File: src/hw/bsx_defs.svh
`ifndef BSX_DEFS_SVH
`define BSX_DEFS_SVH

// --------------------------------------------------------------
// register port offsets
// --------------------------------------------------------------
`define BSX_OFS_CMD 4'h0
`define BSX_OFS_IOCTL 4'h1
`define BSX_OFS_PC 4'h2
`define BSX_OFS_BC 4'h3
`define BSX_OFS_DE 4'h4
`define BSX_OFS_PTR_PAIR 4'h5
`define BSX_OFS_AF 4'h6
`define BSX_OFS_INDEX_X 4'h7
`define BSX_OFS_INDEX_Y 4'h8

// --------------------------------------------------------------
// field positions
// --------------------------------------------------------------
`define BSX_CMD_START_BIT 0
`define BSX_STOP_BIT 0
`define BSX_STAT_BUSY 0
`define BSX_STAT_SLEEP 1
`define BSX_STAT_STOP 2
`define BSX_STAT_ILLEGAL 3
`define BSX_FLAG_S 7
`define BSX_FLAG_Z 6
`define BSX_FLAG_H 4
`define BSX_FLAG_PV 2
`define BSX_FLAG_N 1
`define BSX_FLAG_C 0

// --------------------------------------------------------------
// opcodes and operand codes
// --------------------------------------------------------------
`define BSX_OP_CB 8'hcb
`define BSX_OP_DD 8'hdd
`define BSX_OP_FD 8'hfd
`define BSX_OP_ED 8'hed
`define BSX_OP_SLEEP2 8'h76
`define BSX_OP_SET_HI 2'h3
`define BSX_OP_SHL_ARITH 5'h04
`define BSX_OP_SHR_ARITH 5'h05
`define BSX_R_MEM 3'h6
`define BSX_SLOT_FLAGS 3'h6
`define BSX_SLOT_A 3'h7

// --------------------------------------------------------------
// internal state counts and reset values
// --------------------------------------------------------------
`define BSX_INT_SHIFT 2'h1
`define BSX_INT_SLEEP 2'h2
`define BSX_RST_BYTE 8'h00
`define BSX_RST_WORD 16'h0000

`endif

File: src/hw/bsx_pkg.sv
package bsx_pkg;

    typedef enum logic [2:0] {
        ST_IDLE = 3'h0,
        ST_FETCH = 3'h1,
        ST_MREAD = 3'h2,
        ST_INT = 3'h3,
        ST_MWRITE = 3'h4,
        ST_SLEEP = 3'h5
    } bsx_state_type;

    typedef enum logic [2:0] {
        FP_FIRST = 3'h0,
        FP_CB = 3'h1,
        FP_DISP = 3'h2,
        FP_OP = 3'h3,
        FP_ED2 = 3'h4
    } bsx_fetch_type;

    typedef enum logic [1:0] {
        BP_IDLE = 2'h0,
        BP_T1 = 2'h1,
        BP_T2 = 2'h2,
        BP_T3 = 2'h3
    } bsx_bus_type;

endpackage

File: src/hw/bsx_alu.sv
`include "bsx_defs.svh"

module bsx_alu (
    input wire logic [7:0] op_in,
    input wire logic [7:0] operand_in,
    input wire logic [7:0] flags_in,
    output logic [7:0] result_out,
    output logic [7:0] flags_out
);

    always_comb begin
        result_out = operand_in;
        flags_out = flags_in;
        if (op_in[7:6] == `BSX_OP_SET_HI) begin
            result_out = operand_in | (8'h01 << op_in[5:3]);
        end else begin
            if (op_in[7:3] == `BSX_OP_SHL_ARITH) begin
                result_out = {operand_in[6:0], 1'b0};
                flags_out[`BSX_FLAG_C] = operand_in[7];
            end else begin
                result_out = {operand_in[7], operand_in[7:1]};
                flags_out[`BSX_FLAG_C] = operand_in[0];
            end
            flags_out[`BSX_FLAG_S] = result_out[7];
            flags_out[`BSX_FLAG_Z] = (result_out == 8'h00);
            flags_out[`BSX_FLAG_PV] = ~(^result_out);
            flags_out[`BSX_FLAG_H] = 1'b0;
            flags_out[`BSX_FLAG_N] = 1'b0;
        end
    end

endmodule

File: src/hw/bsx_bus.sv
`include "bsx_defs.svh"

module bsx_bus (
    input wire logic clk_in,
    input wire logic rst_n_in,
    input wire logic start_in,
    input wire logic [15:0] addr_in,
    input wire logic write_in,
    input wire logic [7:0] wdata_in,
    input wire logic sleep_in,
    input wire logic bus_grant_ack_n_in,
    output logic done_out,
    output logic [15:0] addr_out,
    output logic addr_oe_out,
    output logic [7:0] data_out,
    output logic data_oe_out,
    output logic rd_n_out,
    output logic wr_n_out,
    output logic ctrl_oe_out
);

    bsx_pkg::bsx_bus_type phase_r, phase_nxt;
    logic [15:0] addr_nxt;
    logic [7:0] data_nxt;
    logic data_oe_nxt, rd_n_nxt, wr_n_nxt, addr_oe_nxt, ctrl_oe_nxt;

    assign done_out = (phase_r == bsx_pkg::BP_T3);

    // --------------------------------------------------------------
    // three state bus cycle
    // --------------------------------------------------------------
    always_comb begin
        phase_nxt = phase_r;
        addr_nxt = addr_out;
        data_nxt = data_out;
        data_oe_nxt = data_oe_out;
        rd_n_nxt = rd_n_out;
        wr_n_nxt = wr_n_out;
        addr_oe_nxt = ~sleep_in;
        ctrl_oe_nxt = sleep_in ? bus_grant_ack_n_in : 1'b1;
        if (start_in && (phase_r == bsx_pkg::BP_IDLE || phase_r == bsx_pkg::BP_T3)) begin
            phase_nxt = bsx_pkg::BP_T1;
            addr_nxt = addr_in;
            data_nxt = wdata_in;
            data_oe_nxt = write_in;
            rd_n_nxt = write_in;
            wr_n_nxt = ~write_in;
        end else begin
            case (phase_r)
                bsx_pkg::BP_T1: begin
                    phase_nxt = bsx_pkg::BP_T2;
                end
                bsx_pkg::BP_T2: begin
                    phase_nxt = bsx_pkg::BP_T3;
                end
                bsx_pkg::BP_T3: begin
                    phase_nxt = bsx_pkg::BP_IDLE;
                    data_oe_nxt = 1'b0;
                    rd_n_nxt = 1'b1;
                    wr_n_nxt = 1'b1;
                end
                default: begin
                    phase_nxt = bsx_pkg::BP_IDLE;
                end
            endcase
        end
    end

    always_ff @(posedge clk_in or negedge rst_n_in) begin
        if (!rst_n_in) begin
            phase_r <= bsx_pkg::BP_IDLE;
            addr_out <= `BSX_RST_WORD;
            data_out <= `BSX_RST_BYTE;
            data_oe_out <= 1'b0;
            rd_n_out <= 1'b1;
            wr_n_out <= 1'b1;
            addr_oe_out <= 1'b1;
            ctrl_oe_out <= 1'b1;
        end else begin
            phase_r <= phase_nxt;
            addr_out <= addr_nxt;
            data_out <= data_nxt;
            data_oe_out <= data_oe_nxt;
            rd_n_out <= rd_n_nxt;
            wr_n_out <= wr_n_nxt;
            addr_oe_out <= addr_oe_nxt;
            ctrl_oe_out <= ctrl_oe_nxt;
        end
    end

endmodule

File: src/hw/bsx_exec.sv
// Operation
// - set instruction forces chosen bit to one, others kept, result written back
// - set instruction leaves all flags unchanged
// - bit selector 0 is least significant bit, 7 most significant
// - register field picks B C D E H L A; code 110 is pointer pair memory
// - indexed address is index register plus sign-extended displacement
// - left shift moves toward msb, old bit 7 into carry
// - right shift moves toward lsb and keeps bit 7
// - right shift loads old bit 0 into carry
// - shifts set sign and zero flags from result
// - shifts set parity on even result, clear half-carry and subtract
// - set and shifts take 7, 13 or 19 states by operand kind
// - sleep opcode ED 76, at least 8 states, stays until released
// - stop bit 0: sleep halts cpu clock, dma and refresh
// - in sleep address floats, controls high, controls float while grant ack low
// - sleep ends on reset or any interrupt request
// - stop bit 1: system stop also halts serial, timers, clocked serial
// - in system stop halted peripherals cannot end the mode
`include "bsx_defs.svh"

module bsx_exec (
    input wire logic clk_in,
    input wire logic rst_n_in,
    input wire logic [3:0] reg_addr_in,
    input wire logic [15:0] reg_wdata_in,
    input wire logic reg_wr_in,
    input wire logic reg_rd_in,
    output logic [15:0] reg_rdata_out,
    output logic [15:0] mem_addr_out,
    output logic mem_addr_oe_out,
    input wire logic [7:0] mem_data_in,
    output logic [7:0] mem_data_out,
    output logic mem_data_oe_out,
    output logic mem_rd_n_out,
    output logic mem_wr_n_out,
    output logic mem_ctrl_oe_out,
    input wire logic bus_grant_ack_n_in,
    input wire logic ext_irq_in,
    input wire logic int_irq_in,
    input wire logic periph_irq_in,
    output logic instr_done_out,
    output logic cpu_clk_stop_out,
    output logic dma_halt_out,
    output logic refresh_halt_out,
    output logic periph_halt_out
);

    // --------------------------------------------------------------
    // state
    // --------------------------------------------------------------
    bsx_pkg::bsx_state_type state_r, state_nxt;
    bsx_pkg::bsx_fetch_type fphase_r, fphase_nxt;
    logic [15:0] pc_r, pc_nxt;
    logic [15:0] index_x_r, index_x_nxt;
    logic [15:0] index_y_r, index_y_nxt;
    logic [7:0] gp_r [0:7];
    logic [7:0] gp_nxt [0:7];
    logic [7:0] op_r, op_nxt;
    logic [7:0] disp_r, disp_nxt;
    logic [7:0] operand_r, operand_nxt;
    logic [1:0] int_cnt_r, int_cnt_nxt;
    logic indexed_r, indexed_nxt;
    logic use_iy_r, use_iy_nxt;
    logic stop_peripherals_bit_r, stop_peripherals_bit_nxt;
    logic illegal_r, illegal_nxt;
    logic sleep_r, sleep_nxt;
    logic stop_mode_r, stop_mode_nxt;
    logic done_r, done_nxt;
    logic [15:0] rdata_r, rdata_nxt;

    logic bus_start, bus_write, bus_done;
    logic [15:0] bus_addr;
    logic [15:0] mem_ptr;
    logic [15:0] pc_inc;
    logic [7:0] alu_result, alu_flags;
    logic wake;
    logic legal_op;

    assign instr_done_out = done_r;
    assign cpu_clk_stop_out = sleep_r;
    assign dma_halt_out = sleep_r;
    assign refresh_halt_out = sleep_r;
    assign periph_halt_out = stop_mode_r;
    assign reg_rdata_out = rdata_r;

    // --------------------------------------------------------------
    // helpers
    // --------------------------------------------------------------
    assign pc_inc = pc_r + 16'h0001;
    assign mem_ptr = indexed_r ? ((use_iy_r ? index_y_r : index_x_r) + {{8{disp_r[7]}}, disp_r})
                               : {gp_r[3'h4], gp_r[3'h5]};
    assign wake = ext_irq_in | int_irq_in | (periph_irq_in & ~stop_mode_r);
    assign legal_op = (mem_data_in[7:6] == `BSX_OP_SET_HI) || (mem_data_in[7:3] == `BSX_OP_SHL_ARITH)
                      || (mem_data_in[7:3] == `BSX_OP_SHR_ARITH);

    bsx_alu u_alu (
        .op_in(op_r),
        .operand_in(operand_r),
        .flags_in(gp_r[`BSX_SLOT_FLAGS]),
        .result_out(alu_result),
        .flags_out(alu_flags)
    );

    bsx_bus u_bus (
        .clk_in(clk_in),
        .rst_n_in(rst_n_in),
        .start_in(bus_start),
        .addr_in(bus_addr),
        .write_in(bus_write),
        .wdata_in(alu_result),
        .sleep_in(sleep_r),
        .bus_grant_ack_n_in(bus_grant_ack_n_in),
        .done_out(bus_done),
        .addr_out(mem_addr_out),
        .addr_oe_out(mem_addr_oe_out),
        .data_out(mem_data_out),
        .data_oe_out(mem_data_oe_out),
        .rd_n_out(mem_rd_n_out),
        .wr_n_out(mem_wr_n_out),
        .ctrl_oe_out(mem_ctrl_oe_out)
    );

    // --------------------------------------------------------------
    // sequencer and register file
    // --------------------------------------------------------------
    always_comb begin
        state_nxt = state_r;
        fphase_nxt = fphase_r;
        pc_nxt = pc_r;
        index_x_nxt = index_x_r;
        index_y_nxt = index_y_r;
        for (int i = 0; i < 8; i++) begin
            gp_nxt[i] = gp_r[i];
        end
        op_nxt = op_r;
        disp_nxt = disp_r;
        operand_nxt = operand_r;
        int_cnt_nxt = int_cnt_r;
        indexed_nxt = indexed_r;
        use_iy_nxt = use_iy_r;
        stop_peripherals_bit_nxt = stop_peripherals_bit_r;
        illegal_nxt = illegal_r;
        sleep_nxt = sleep_r;
        stop_mode_nxt = stop_mode_r;
        done_nxt = 1'b0;
        bus_start = 1'b0;
        bus_write = 1'b0;
        bus_addr = pc_inc;
        if (reg_wr_in && state_r == bsx_pkg::ST_IDLE) begin
            case (reg_addr_in)
                `BSX_OFS_CMD: begin
                    if (reg_wdata_in[`BSX_CMD_START_BIT]) begin
                        state_nxt = bsx_pkg::ST_FETCH;
                        fphase_nxt = bsx_pkg::FP_FIRST;
                        indexed_nxt = 1'b0;
                        illegal_nxt = 1'b0;
                        bus_start = 1'b1;
                        bus_addr = pc_r;
                    end
                end
                `BSX_OFS_IOCTL: stop_peripherals_bit_nxt = reg_wdata_in[`BSX_STOP_BIT];
                `BSX_OFS_PC: pc_nxt = reg_wdata_in;
                `BSX_OFS_BC: begin
                    gp_nxt[3'h0] = reg_wdata_in[15:8];
                    gp_nxt[3'h1] = reg_wdata_in[7:0];
                end
                `BSX_OFS_DE: begin
                    gp_nxt[3'h2] = reg_wdata_in[15:8];
                    gp_nxt[3'h3] = reg_wdata_in[7:0];
                end
                `BSX_OFS_PTR_PAIR: begin
                    gp_nxt[3'h4] = reg_wdata_in[15:8];
                    gp_nxt[3'h5] = reg_wdata_in[7:0];
                end
                `BSX_OFS_AF: begin
                    gp_nxt[`BSX_SLOT_A] = reg_wdata_in[15:8];
                    gp_nxt[`BSX_SLOT_FLAGS] = reg_wdata_in[7:0];
                end
                `BSX_OFS_INDEX_X: index_x_nxt = reg_wdata_in;
                `BSX_OFS_INDEX_Y: index_y_nxt = reg_wdata_in;
                default: begin
                end
            endcase
        end
        case (state_r)
            bsx_pkg::ST_FETCH: begin
                if (bus_done) begin
                    pc_nxt = pc_inc;
                    case (fphase_r)
                        bsx_pkg::FP_FIRST: begin
                            if (mem_data_in == `BSX_OP_CB) begin
                                fphase_nxt = bsx_pkg::FP_OP;
                                bus_start = 1'b1;
                            end else if (mem_data_in == `BSX_OP_DD || mem_data_in == `BSX_OP_FD) begin
                                indexed_nxt = 1'b1;
                                use_iy_nxt = (mem_data_in == `BSX_OP_FD);
                                fphase_nxt = bsx_pkg::FP_CB;
                                bus_start = 1'b1;
                            end else if (mem_data_in == `BSX_OP_ED) begin
                                fphase_nxt = bsx_pkg::FP_ED2;
                                bus_start = 1'b1;
                            end else begin
                                illegal_nxt = 1'b1;
                                state_nxt = bsx_pkg::ST_IDLE;
                                done_nxt = 1'b1;
                            end
                        end
                        bsx_pkg::FP_CB: begin
                            if (mem_data_in == `BSX_OP_CB) begin
                                fphase_nxt = bsx_pkg::FP_DISP;
                                bus_start = 1'b1;
                            end else begin
                                illegal_nxt = 1'b1;
                                state_nxt = bsx_pkg::ST_IDLE;
                                done_nxt = 1'b1;
                            end
                        end
                        bsx_pkg::FP_DISP: begin
                            disp_nxt = mem_data_in;
                            fphase_nxt = bsx_pkg::FP_OP;
                            bus_start = 1'b1;
                        end
                        bsx_pkg::FP_OP: begin
                            op_nxt = mem_data_in;
                            if (!legal_op || (indexed_r && mem_data_in[2:0] != `BSX_R_MEM)) begin
                                illegal_nxt = 1'b1;
                                state_nxt = bsx_pkg::ST_IDLE;
                                done_nxt = 1'b1;
                            end else if (mem_data_in[2:0] == `BSX_R_MEM) begin
                                state_nxt = bsx_pkg::ST_MREAD;
                                bus_start = 1'b1;
                                bus_addr = mem_ptr;
                            end else begin
                                operand_nxt = gp_r[mem_data_in[2:0]];
                                state_nxt = bsx_pkg::ST_INT;
                                int_cnt_nxt = `BSX_INT_SHIFT;
                            end
                        end
                        bsx_pkg::FP_ED2: begin
                            if (mem_data_in == `BSX_OP_SLEEP2) begin
                                state_nxt = bsx_pkg::ST_INT;
                                int_cnt_nxt = `BSX_INT_SLEEP;
                            end else begin
                                illegal_nxt = 1'b1;
                                state_nxt = bsx_pkg::ST_IDLE;
                                done_nxt = 1'b1;
                            end
                        end
                        default: begin
                            state_nxt = bsx_pkg::ST_IDLE;
                        end
                    endcase
                end
            end
            bsx_pkg::ST_MREAD: begin
                if (bus_done) begin
                    operand_nxt = mem_data_in;
                    state_nxt = bsx_pkg::ST_INT;
                    int_cnt_nxt = `BSX_INT_SHIFT;
                end
            end
            bsx_pkg::ST_INT: begin
                int_cnt_nxt = int_cnt_r - 2'h1;
                if (int_cnt_r == 2'h1) begin
                    if (fphase_r == bsx_pkg::FP_ED2) begin
                        state_nxt = bsx_pkg::ST_SLEEP;
                        sleep_nxt = 1'b1;
                        stop_mode_nxt = stop_peripherals_bit_r;
                    end else begin
                        gp_nxt[`BSX_SLOT_FLAGS] = alu_flags;
                        if (op_r[2:0] == `BSX_R_MEM) begin
                            state_nxt = bsx_pkg::ST_MWRITE;
                            bus_start = 1'b1;
                            bus_write = 1'b1;
                            bus_addr = mem_ptr;
                        end else begin
                            gp_nxt[op_r[2:0]] = alu_result;
                            state_nxt = bsx_pkg::ST_IDLE;
                            done_nxt = 1'b1;
                        end
                    end
                end
            end
            bsx_pkg::ST_MWRITE: begin
                if (bus_done) begin
                    state_nxt = bsx_pkg::ST_IDLE;
                    done_nxt = 1'b1;
                end
            end
            bsx_pkg::ST_SLEEP: begin
                if (wake) begin
                    state_nxt = bsx_pkg::ST_IDLE;
                    sleep_nxt = 1'b0;
                    stop_mode_nxt = 1'b0;
                    done_nxt = 1'b1;
                end
            end
            default: begin
            end
        endcase
    end

    always_ff @(posedge clk_in or negedge rst_n_in) begin
        if (!rst_n_in) begin
            state_r <= bsx_pkg::ST_IDLE;
            fphase_r <= bsx_pkg::FP_FIRST;
            pc_r <= `BSX_RST_WORD;
            index_x_r <= `BSX_RST_WORD;
            index_y_r <= `BSX_RST_WORD;
            for (int i = 0; i < 8; i++) begin
                gp_r[i] <= `BSX_RST_BYTE;
            end
            op_r <= `BSX_RST_BYTE;
            disp_r <= `BSX_RST_BYTE;
            operand_r <= `BSX_RST_BYTE;
            int_cnt_r <= 2'h0;
            indexed_r <= 1'b0;
            use_iy_r <= 1'b0;
            stop_peripherals_bit_r <= 1'b0;
            illegal_r <= 1'b0;
            sleep_r <= 1'b0;
            stop_mode_r <= 1'b0;
            done_r <= 1'b0;
        end else begin
            state_r <= state_nxt;
            fphase_r <= fphase_nxt;
            pc_r <= pc_nxt;
            index_x_r <= index_x_nxt;
            index_y_r <= index_y_nxt;
            for (int i = 0; i < 8; i++) begin
                gp_r[i] <= gp_nxt[i];
            end
            op_r <= op_nxt;
            disp_r <= disp_nxt;
            operand_r <= operand_nxt;
            int_cnt_r <= int_cnt_nxt;
            indexed_r <= indexed_nxt;
            use_iy_r <= use_iy_nxt;
            stop_peripherals_bit_r <= stop_peripherals_bit_nxt;
            illegal_r <= illegal_nxt;
            sleep_r <= sleep_nxt;
            stop_mode_r <= stop_mode_nxt;
            done_r <= done_nxt;
        end
    end

    // --------------------------------------------------------------
    // register read port
    // --------------------------------------------------------------
    always_comb begin
        rdata_nxt = 16'h0000;
        if (reg_rd_in) begin
            case (reg_addr_in)
                `BSX_OFS_CMD: begin
                    rdata_nxt[`BSX_STAT_BUSY] = (state_r != bsx_pkg::ST_IDLE);
                    rdata_nxt[`BSX_STAT_SLEEP] = sleep_r;
                    rdata_nxt[`BSX_STAT_STOP] = stop_mode_r;
                    rdata_nxt[`BSX_STAT_ILLEGAL] = illegal_r;
                end
                `BSX_OFS_IOCTL: rdata_nxt[`BSX_STOP_BIT] = stop_peripherals_bit_r;
                `BSX_OFS_PC: rdata_nxt = pc_r;
                `BSX_OFS_BC: rdata_nxt = {gp_r[3'h0], gp_r[3'h1]};
                `BSX_OFS_DE: rdata_nxt = {gp_r[3'h2], gp_r[3'h3]};
                `BSX_OFS_PTR_PAIR: rdata_nxt = {gp_r[3'h4], gp_r[3'h5]};
                `BSX_OFS_AF: rdata_nxt = {gp_r[`BSX_SLOT_A], gp_r[`BSX_SLOT_FLAGS]};
                `BSX_OFS_INDEX_X: rdata_nxt = index_x_r;
                `BSX_OFS_INDEX_Y: rdata_nxt = index_y_r;
                default: rdata_nxt = 16'h0000;
            endcase
        end
    end

    always_ff @(posedge clk_in or negedge rst_n_in) begin
        if (!rst_n_in) begin
            rdata_r <= 16'h0000;
        end else begin
            rdata_r <= rdata_nxt;
        end
    end

endmodule

File: config.mk
export PLATFORM = sky130hd
export DESIGN_NAME = bsx_exec
export DESIGN_NICKNAME = d
export VERILOG_FILES = /design/src/hw/bsx_pkg.sv /design/src/hw/bsx_alu.sv /design/src/hw/bsx_bus.sv /design/src/hw/bsx_exec.sv
export VERILOG_INCLUDE_DIRS = /design/src /design/src/hw
export SDC_FILE = /design/constraint.sdc
export NUM_CORES = 1
export LEC_CHECK = 0
export BUFFER_PORTS_ARGS = -buffer_cell sky130_fd_sc_hd__buf_2
export CAP_MARGIN = 15
export CELL_PAD_IN_SITES_DETAIL_PLACEMENT = 1
export CELL_PAD_IN_SITES_GLOBAL_PLACEMENT = 2
export CORE_ASPECT_RATIO = 0.9
export CORE_MARGIN = 2
export CORE_UTILIZATION = 35
export CTS_CLUSTER_SIZE = 40
export DETAILED_ROUTE_END_ITERATION = 6
export GPL_TIMING_DRIVEN = 1
export PLACE_DENSITY = 0.82
export SYNTH_ARGS = -nofsm -noshare
export SYNTH_HDL_FRONTEND = slang
export SYNTH_SLANG_ARGS = --single-unit
File: constraint.sdc
create_clock -name clk_in -period 3.1 [get_ports clk_in]
set_clock_uncertainty 0.15 [all_clocks]
set_input_delay 0 -clock clk_in [delete_from_list [all_inputs] [get_ports clk_in]]
set_output_delay 0 -clock clk_in [all_outputs]
set_load 0.02 [all_outputs]
## Yosys cells after proc, flatten, opt, wreduce, memory -nomap -nowiden

Cells that the tools add are included.

| storage, ports and cells | value |
|---|---|
| output and inout port bits | 50 |
| flip-flop bits (word level) | 198 |
| word-level logic and storage cells | 282 |
| input bits | 36 |

| operators by class | value |
|---|---|
| shift-type cells | 1 |
| bitwise operators | 11 |
| add/subtract/negate cells | 3 |
| eq/ne operators | 47 |
| mux-type cells | 153 |
| reduce and logical (&&, ||, !) cells | 30 |
| $lt $le $gt $ge | 3 |

Operators with widths:

| kind | count |
|---|---|
| $mux 16 | 21 |
| $mux 64 | 5 |
| $mux 8 | 11 |
| $pmux 12 s7 | 1 |
| $mux 3 | 24 |
| $bwmux 64 | 1 |
| $mux 1 | 62 |
| $eq 8x8->1 const B | 4 |
| $pmux 16 s2 | 1 |
| $pmux 3 s5 | 2 |
| $bmux 8 s3 | 1 |
| $demux 8 s3 | 1 |
| $pmux 3 s8 | 1 |
| $mux 2 | 9 |
| $add 16x1->16 const B | 1 |
| $add 16x16->16 | 1 |
| $eq 4x3->1 const B | 4 |
| $pmux 1 s4 | 4 |
| $pmux 8 s2 | 1 |
| $eq 3x3->1 const B | 5 |
| $eq 5x3->1 const B | 3 |
| $ne 2x2->1 const B | 7 |
| $eq 3x2->1 const B | 4 |
| $ne 3x3->1 const B | 4 |
| other kinds (40) | 70 |

## Longest topological paths before layout

| depth | value |
|---|---|
| depth after elaboration | 11 |
| gate-level depth with buffers | 12 |
| mapped depth without buffers | 10 |

## Cells and area by module

Synthesis repeated with hierarchy kept, for this count alone.

| second synthesis, totals | value |
|---|---|
| cell total of the unflattened synthesis | 1218 |
| area, all modules | 12288.0 µm² |

By module, submodules not included:

| module | cells each | area each (µm²) | sequential area each (µm²) | times used |
|---|---|---|---|---|
| bsx_exec | 1068 | 10457.5 | 4179.0 | 1 |
| bsx_bus | 73 | 1260.0 | 780.7 | 1 |
| bsx_alu | 77 | 570.5 | 0.0 | 1 |

## Worst setup path after synthesis

OpenSTA, ideal clock, no wires.

| timing path | value |
|---|---|
| path kind | register to register |
| start | register use_iy_r |
| end | register u_bus.addr_out[8] |
| buffers on the path | 1 |
| data required time | 2829 ps |
| path slack | -182 ps |
| cell stages (with the launch flop) | 12 |
| setup time | 121 ps |
| data arrival time | 3011 ps |
| clock period less this slack | 3282 ps |
| cell sequence | dfrtp_1 -> clkbuf_1 -> mux2_2 -> ha_1 -> fa_1 -> a211oi_1 -> o21ai_1 -> a21oi_1 -> nor2b_1 -> or3_1 -> a221o_1 -> a22o_1 |

| on the way | value |
|---|---|
| longest elaborated chain between the ends | 8 |
| elaborated cells between the ends (all ways) | 11 |
| those cells by class | 1 x add/sub; 10 x mux |

Ends and longest elaborated chain:

| item | line | source |
|---|---|---|
| start, declared | bsx_exec.sv:63 | `logic use_iy_r, use_iy_nxt;` |
| start signal, assigned | bsx_exec.sv:338 | `use_iy_r <= use_iy_nxt;` |
| $mux 16 * | bsx_exec.sv:90 | `assign mem_ptr = indexed_r ? ((use_iy_r ? index_y_r : index_x_r) + {{8{disp_r[7]}}, disp_r})` |
| $add 16x16->16 * | bsx_exec.sv:90 |  |
| $mux 16 * | bsx_exec.sv:90 |  |
| $mux 16 | bsx_exec.sv:229 | `` end else if (mem_data_in[2:0] == `BSX_R_MEM) begin `` |
| $mux 16 | bsx_exec.sv:225 | `` if (!legal_op \|\| (indexed_r && mem_data_in[2:0] != `BSX_R_MEM)) begin `` |
| $mux 16 | bsx_exec.sv:189 | `case (fphase_r)` |
| $mux 16 | bsx_exec.sv:187 | `if (bus_done) begin` |
| $pmux 16 s2 * | bsx_exec.sv:185 | `case (state_r)` |
| end signal, assigned | bsx_bus.sv:72 | `` addr_out <= `BSX_RST_WORD; `` |
| end signal, assigned | bsx_bus.sv:81 | `addr_out <= addr_nxt;` |
| end, declared | bsx_bus.sv:13 | `output logic [15:0] addr_out,` |

Every way passes the cells marked *; elsewhere a longest branch is shown, timed or not.
A chain may end at the register's enable or synchronous reset.

## Final worst setup path

| timing path | value |
|---|---|
| start | register use_iy_r |
| end | register u_bus.addr_out[13] |

Same word-level chain as after synthesis.

==> impl_metrics.ini <==
[worst_setup_path]
crit_arrival_ns = 3.21
cp_max_fo = 11
slowest_stage = dfrtp_2
cp.required_ns = 3.29
reg2reg_from = use_iy_r
max_stage_delay_ns = 0.45
crit_path_cell_trace = buf_6 > buf_4 > buf_12 > mux2_2 > ha_1 > a21o_1 > a31oi_2 > o31ai_4 > buf_4 > a31oi_2 > nor4_1 > a211o_1
startpoint = use_iy_r
endpoint_kind = flop
start_kind = flop
path_class = flop to flop

[finish]
num-fill-cells = 3754
layout_common_cells = 193 x dfrtp_1, 128 x a21oi_1, 125 x nor2_1, 99 x nand2_1, 86 x mux2_2
finalNetCount = 1418
drive_gt1_share_pct = 25.02
final_cells = 1793
area_growth_pct = 20.48
n_antenna_cell = 0
layout_commonest_cell = dfrtp_1

[timing]
max_freq_mhz = 331.7
tns_ns = 0
finalHoldViolations = 0
slew_headroom_pct = 37.28
report.final.slew_viol_count = 0
setup_viol_count_final = 0
min_period_over_period_pct = 97.25
period_needed_ns = 3.015
layout_setup_ws_ns = 0.08514
worst_pin_slew_ns = 0.9408

[die]
die_width_um = 196.9
ios = 86
start_util_pct = 35.57
core_area_um2 = 32950
dieArea_um2 = 34960
die_h_um = 177.6
std_cell_rows = 63

[global_routing]
grt_pass1_vias = 10820
grt.total_usage_pct = 25.76
antenna_found_initial = 0
grt_max_degree = 104
grt_pass1_wl_mm = 67.77
grt_overflow = 0

[routing]
wl_per_cell_um = 24.73
ant_nets = 0
vias = 10760
drt_iter0_drc = 974
drtPass1Iterations = 6
wl_mm = 44.35
routed_via_density = 6.000
drc = 0

[yosys]
synth_edf_count = 0
synthSimpleGateAreaFrac_pct = 14.25
synth_cell_types = 79
synthAdderAreaFrac_pct = 2.627
yosysWarnings = 0
synth.yosys.seq_area_share_pct = 42.32
synth_cells = 1214
synthArstFlopShare_pct = 100.0
ys.flop_type = dfrtp_1
synth_top_family_by_area = compound AO/OA/AOI/OAI gates
syn_avg_cell_area_um2 = 9.653
synth_xor_area_share_pct = 1.570
synth_mux_area_share_pct = 16.25
syn_area_um2 = 11720
synth_compound_area_share_pct = 19.18
yosys_register_bits = 198
syn-num-nets = 1274

[placement]
dp_hpwl_mm = 32.66
dp_cells = 1722
gp_congestion = 0.8953
io_buffers = 85
post-place-ws_ns = -0.08623

[worst_hold_path]
hold_start = periph_irq_in
min_path_type = input pin to flop

[power_and_ir_drop]
vdd_drop_max_v = 0.0003900
leakage_nw = 6.440
powerDensity_nw_per_um2 = 377.5

[clock_tree]
cts_made_buffers = 17
cts.sinks = 198
clock_path_buffers = 2
path_clk_slew_ns = 0.09
cts_tree = built
clock-root-buffer = clkbuf_16
clock_latency_ns = 0.46
cts-htree-levels = 4

[flow_run]
maxCapViolations = 0

[status]
status = finished clean
## synthesized netlist by cell type, types with 6 or more instances
library cell / number / area, um2
nor2_1: 126 / 473.0
nand3b_1: 7 / 52.55
xnor2_1: 15 / 131.4
o21ai_1: 9 / 45.04
nand2b_1: 9 / 56.30
mux2i_1: 71 / 710.7
mux2_2: 88 / 991.0
nor3_1: 19 / 95.09
a22oi_1: 34 / 255.2
a31oi_1: 24 / 150.1
a21o_1: 11 / 82.58
a21oi_1: 129 / 645.6
a311oi_1: 6 / 52.55
xor2_1: 6 / 52.55
buf_2: 14 / 70.07
mux4_2: 9 / 202.7
inv_1: 19 / 71.32
dfrtp_1: 194 / 4855
clkbuf_1: 56 / 210.2
nand2_1: 99 / 371.6
o21ai_0: 58 / 290.3
a22o_1: 6 / 52.55
o22ai_1: 8 / 50.05
a222oi_1: 16 / 160.2
nand4_1: 8 / 50.05
nand3_1: 34 / 170.2
a211oi_1: 11 / 82.58
ha_1: 23 / 287.8
## per-layer routing
layer	GRT usage (%)	up-vias	wire length [um]
met5	0	-	0
met2	39.10	405	19520
met3	4.998	72	3479
met1	37.24	5481	20250
li1	-	4800	-
met4	7.393	0	1096
## worst max-delay path, delay by kind of cell (launching register included)
family / cells / cell delay, ns
AOI/OAI and AO/OA: 5 / 1.04
buffers and inverters: 4 / 0.57
DFF: 1 / 0.45
adders and majority gates: 1 / 0.36
muxes: 1 / 0.27
and+or+nand+nor: 1 / 0.07
## state kept, by name, summed over array words and instances, names as in the netlist, 2 cells and up
register	flops
u_bus.data_out	8
index_x_r	16
operand_r	8
int_cnt_r	2
u_bus.addr_out	16
gp_r	64
op_r	8
reg_rdata_out	16
disp_r	8
fphase_r	3
index_y_r	16
state_r	3
u_bus.phase_r	2
pc_r	16
## power breakdown
part	switching (mW)	internal (mW)	total [mW]
registers	0.0171	2.60	2.62
clock network	1.21	1.08	2.30
logic	0.264	0.153	0.417
## worst paths after layout
check | slack, ns | to | cells after the start
max | 0.09 | u_bus.addr_out[13] | 12
min | 0.03 | state_r[0] | 6
max reg2reg | 0.09 | u_bus.addr_out[13] | 12
min reg2reg | 0.33 | u_bus.addr_out[6] | 2
max in group asynchronous | 1.87 | u_bus.addr_out[1] | 3
min in group asynchronous | 0.04 | int_cnt_r[1] | 2
## cells by family (layout without fill, tap and decap cells)
kind of cell / Yosys count / count (layout)
multiplexers: 168 / 168
XOR/XNOR: 21 / 21
AO/OA/AOI/OAI: 354 / 354
AND/OR/NAND/NOR: 347 / 347
buffers and inverters: 102 / 259
flip-flops: 198 / 198
adder cells (fa/ha/maj): 24 / 24
## stage by stage
step                      power, mW  utilization [%]  instance area (um2)  hold WS (ns)
after floorplan               2.820                -                11730       -0.4456
after global placement        3.021            39.43                12990       0.01758
after detailed placement      3.028            39.43                12990       0.02487
after CTS                     5.360            42.45                13990      0.001432
after global routing          5.497            42.85                14120       0.06054
final                         5.330            42.85                14120       0.03243
## cell type report
cell class / count / area (um2) / share of cell area (%)
sequential: 198 / 4961 / 35.14
multi-input combinational: 914 / 6467 / 45.81
tap: 422 / 528.0 / 3.740
timing repair buffer: 206 / 1491 / 10.56
clock buffer: 17 / 425.4 / 3.013
inverter: 21 / 78.83 / 0.5583
clock inverter: 15 / 166.4 / 1.179
## timing repair
action                                 4_1_cts  5_1_grt
resized for setup                            8       21
setup endpoints to repair                    6        7
hold buffers                                38        0
pin swaps                                    3        7
endpoints found under the hold margin      252        0
cloned                                       0        0
buffers inserted                             0        1
Note: power is estimated with default switching activity, not from simulation.
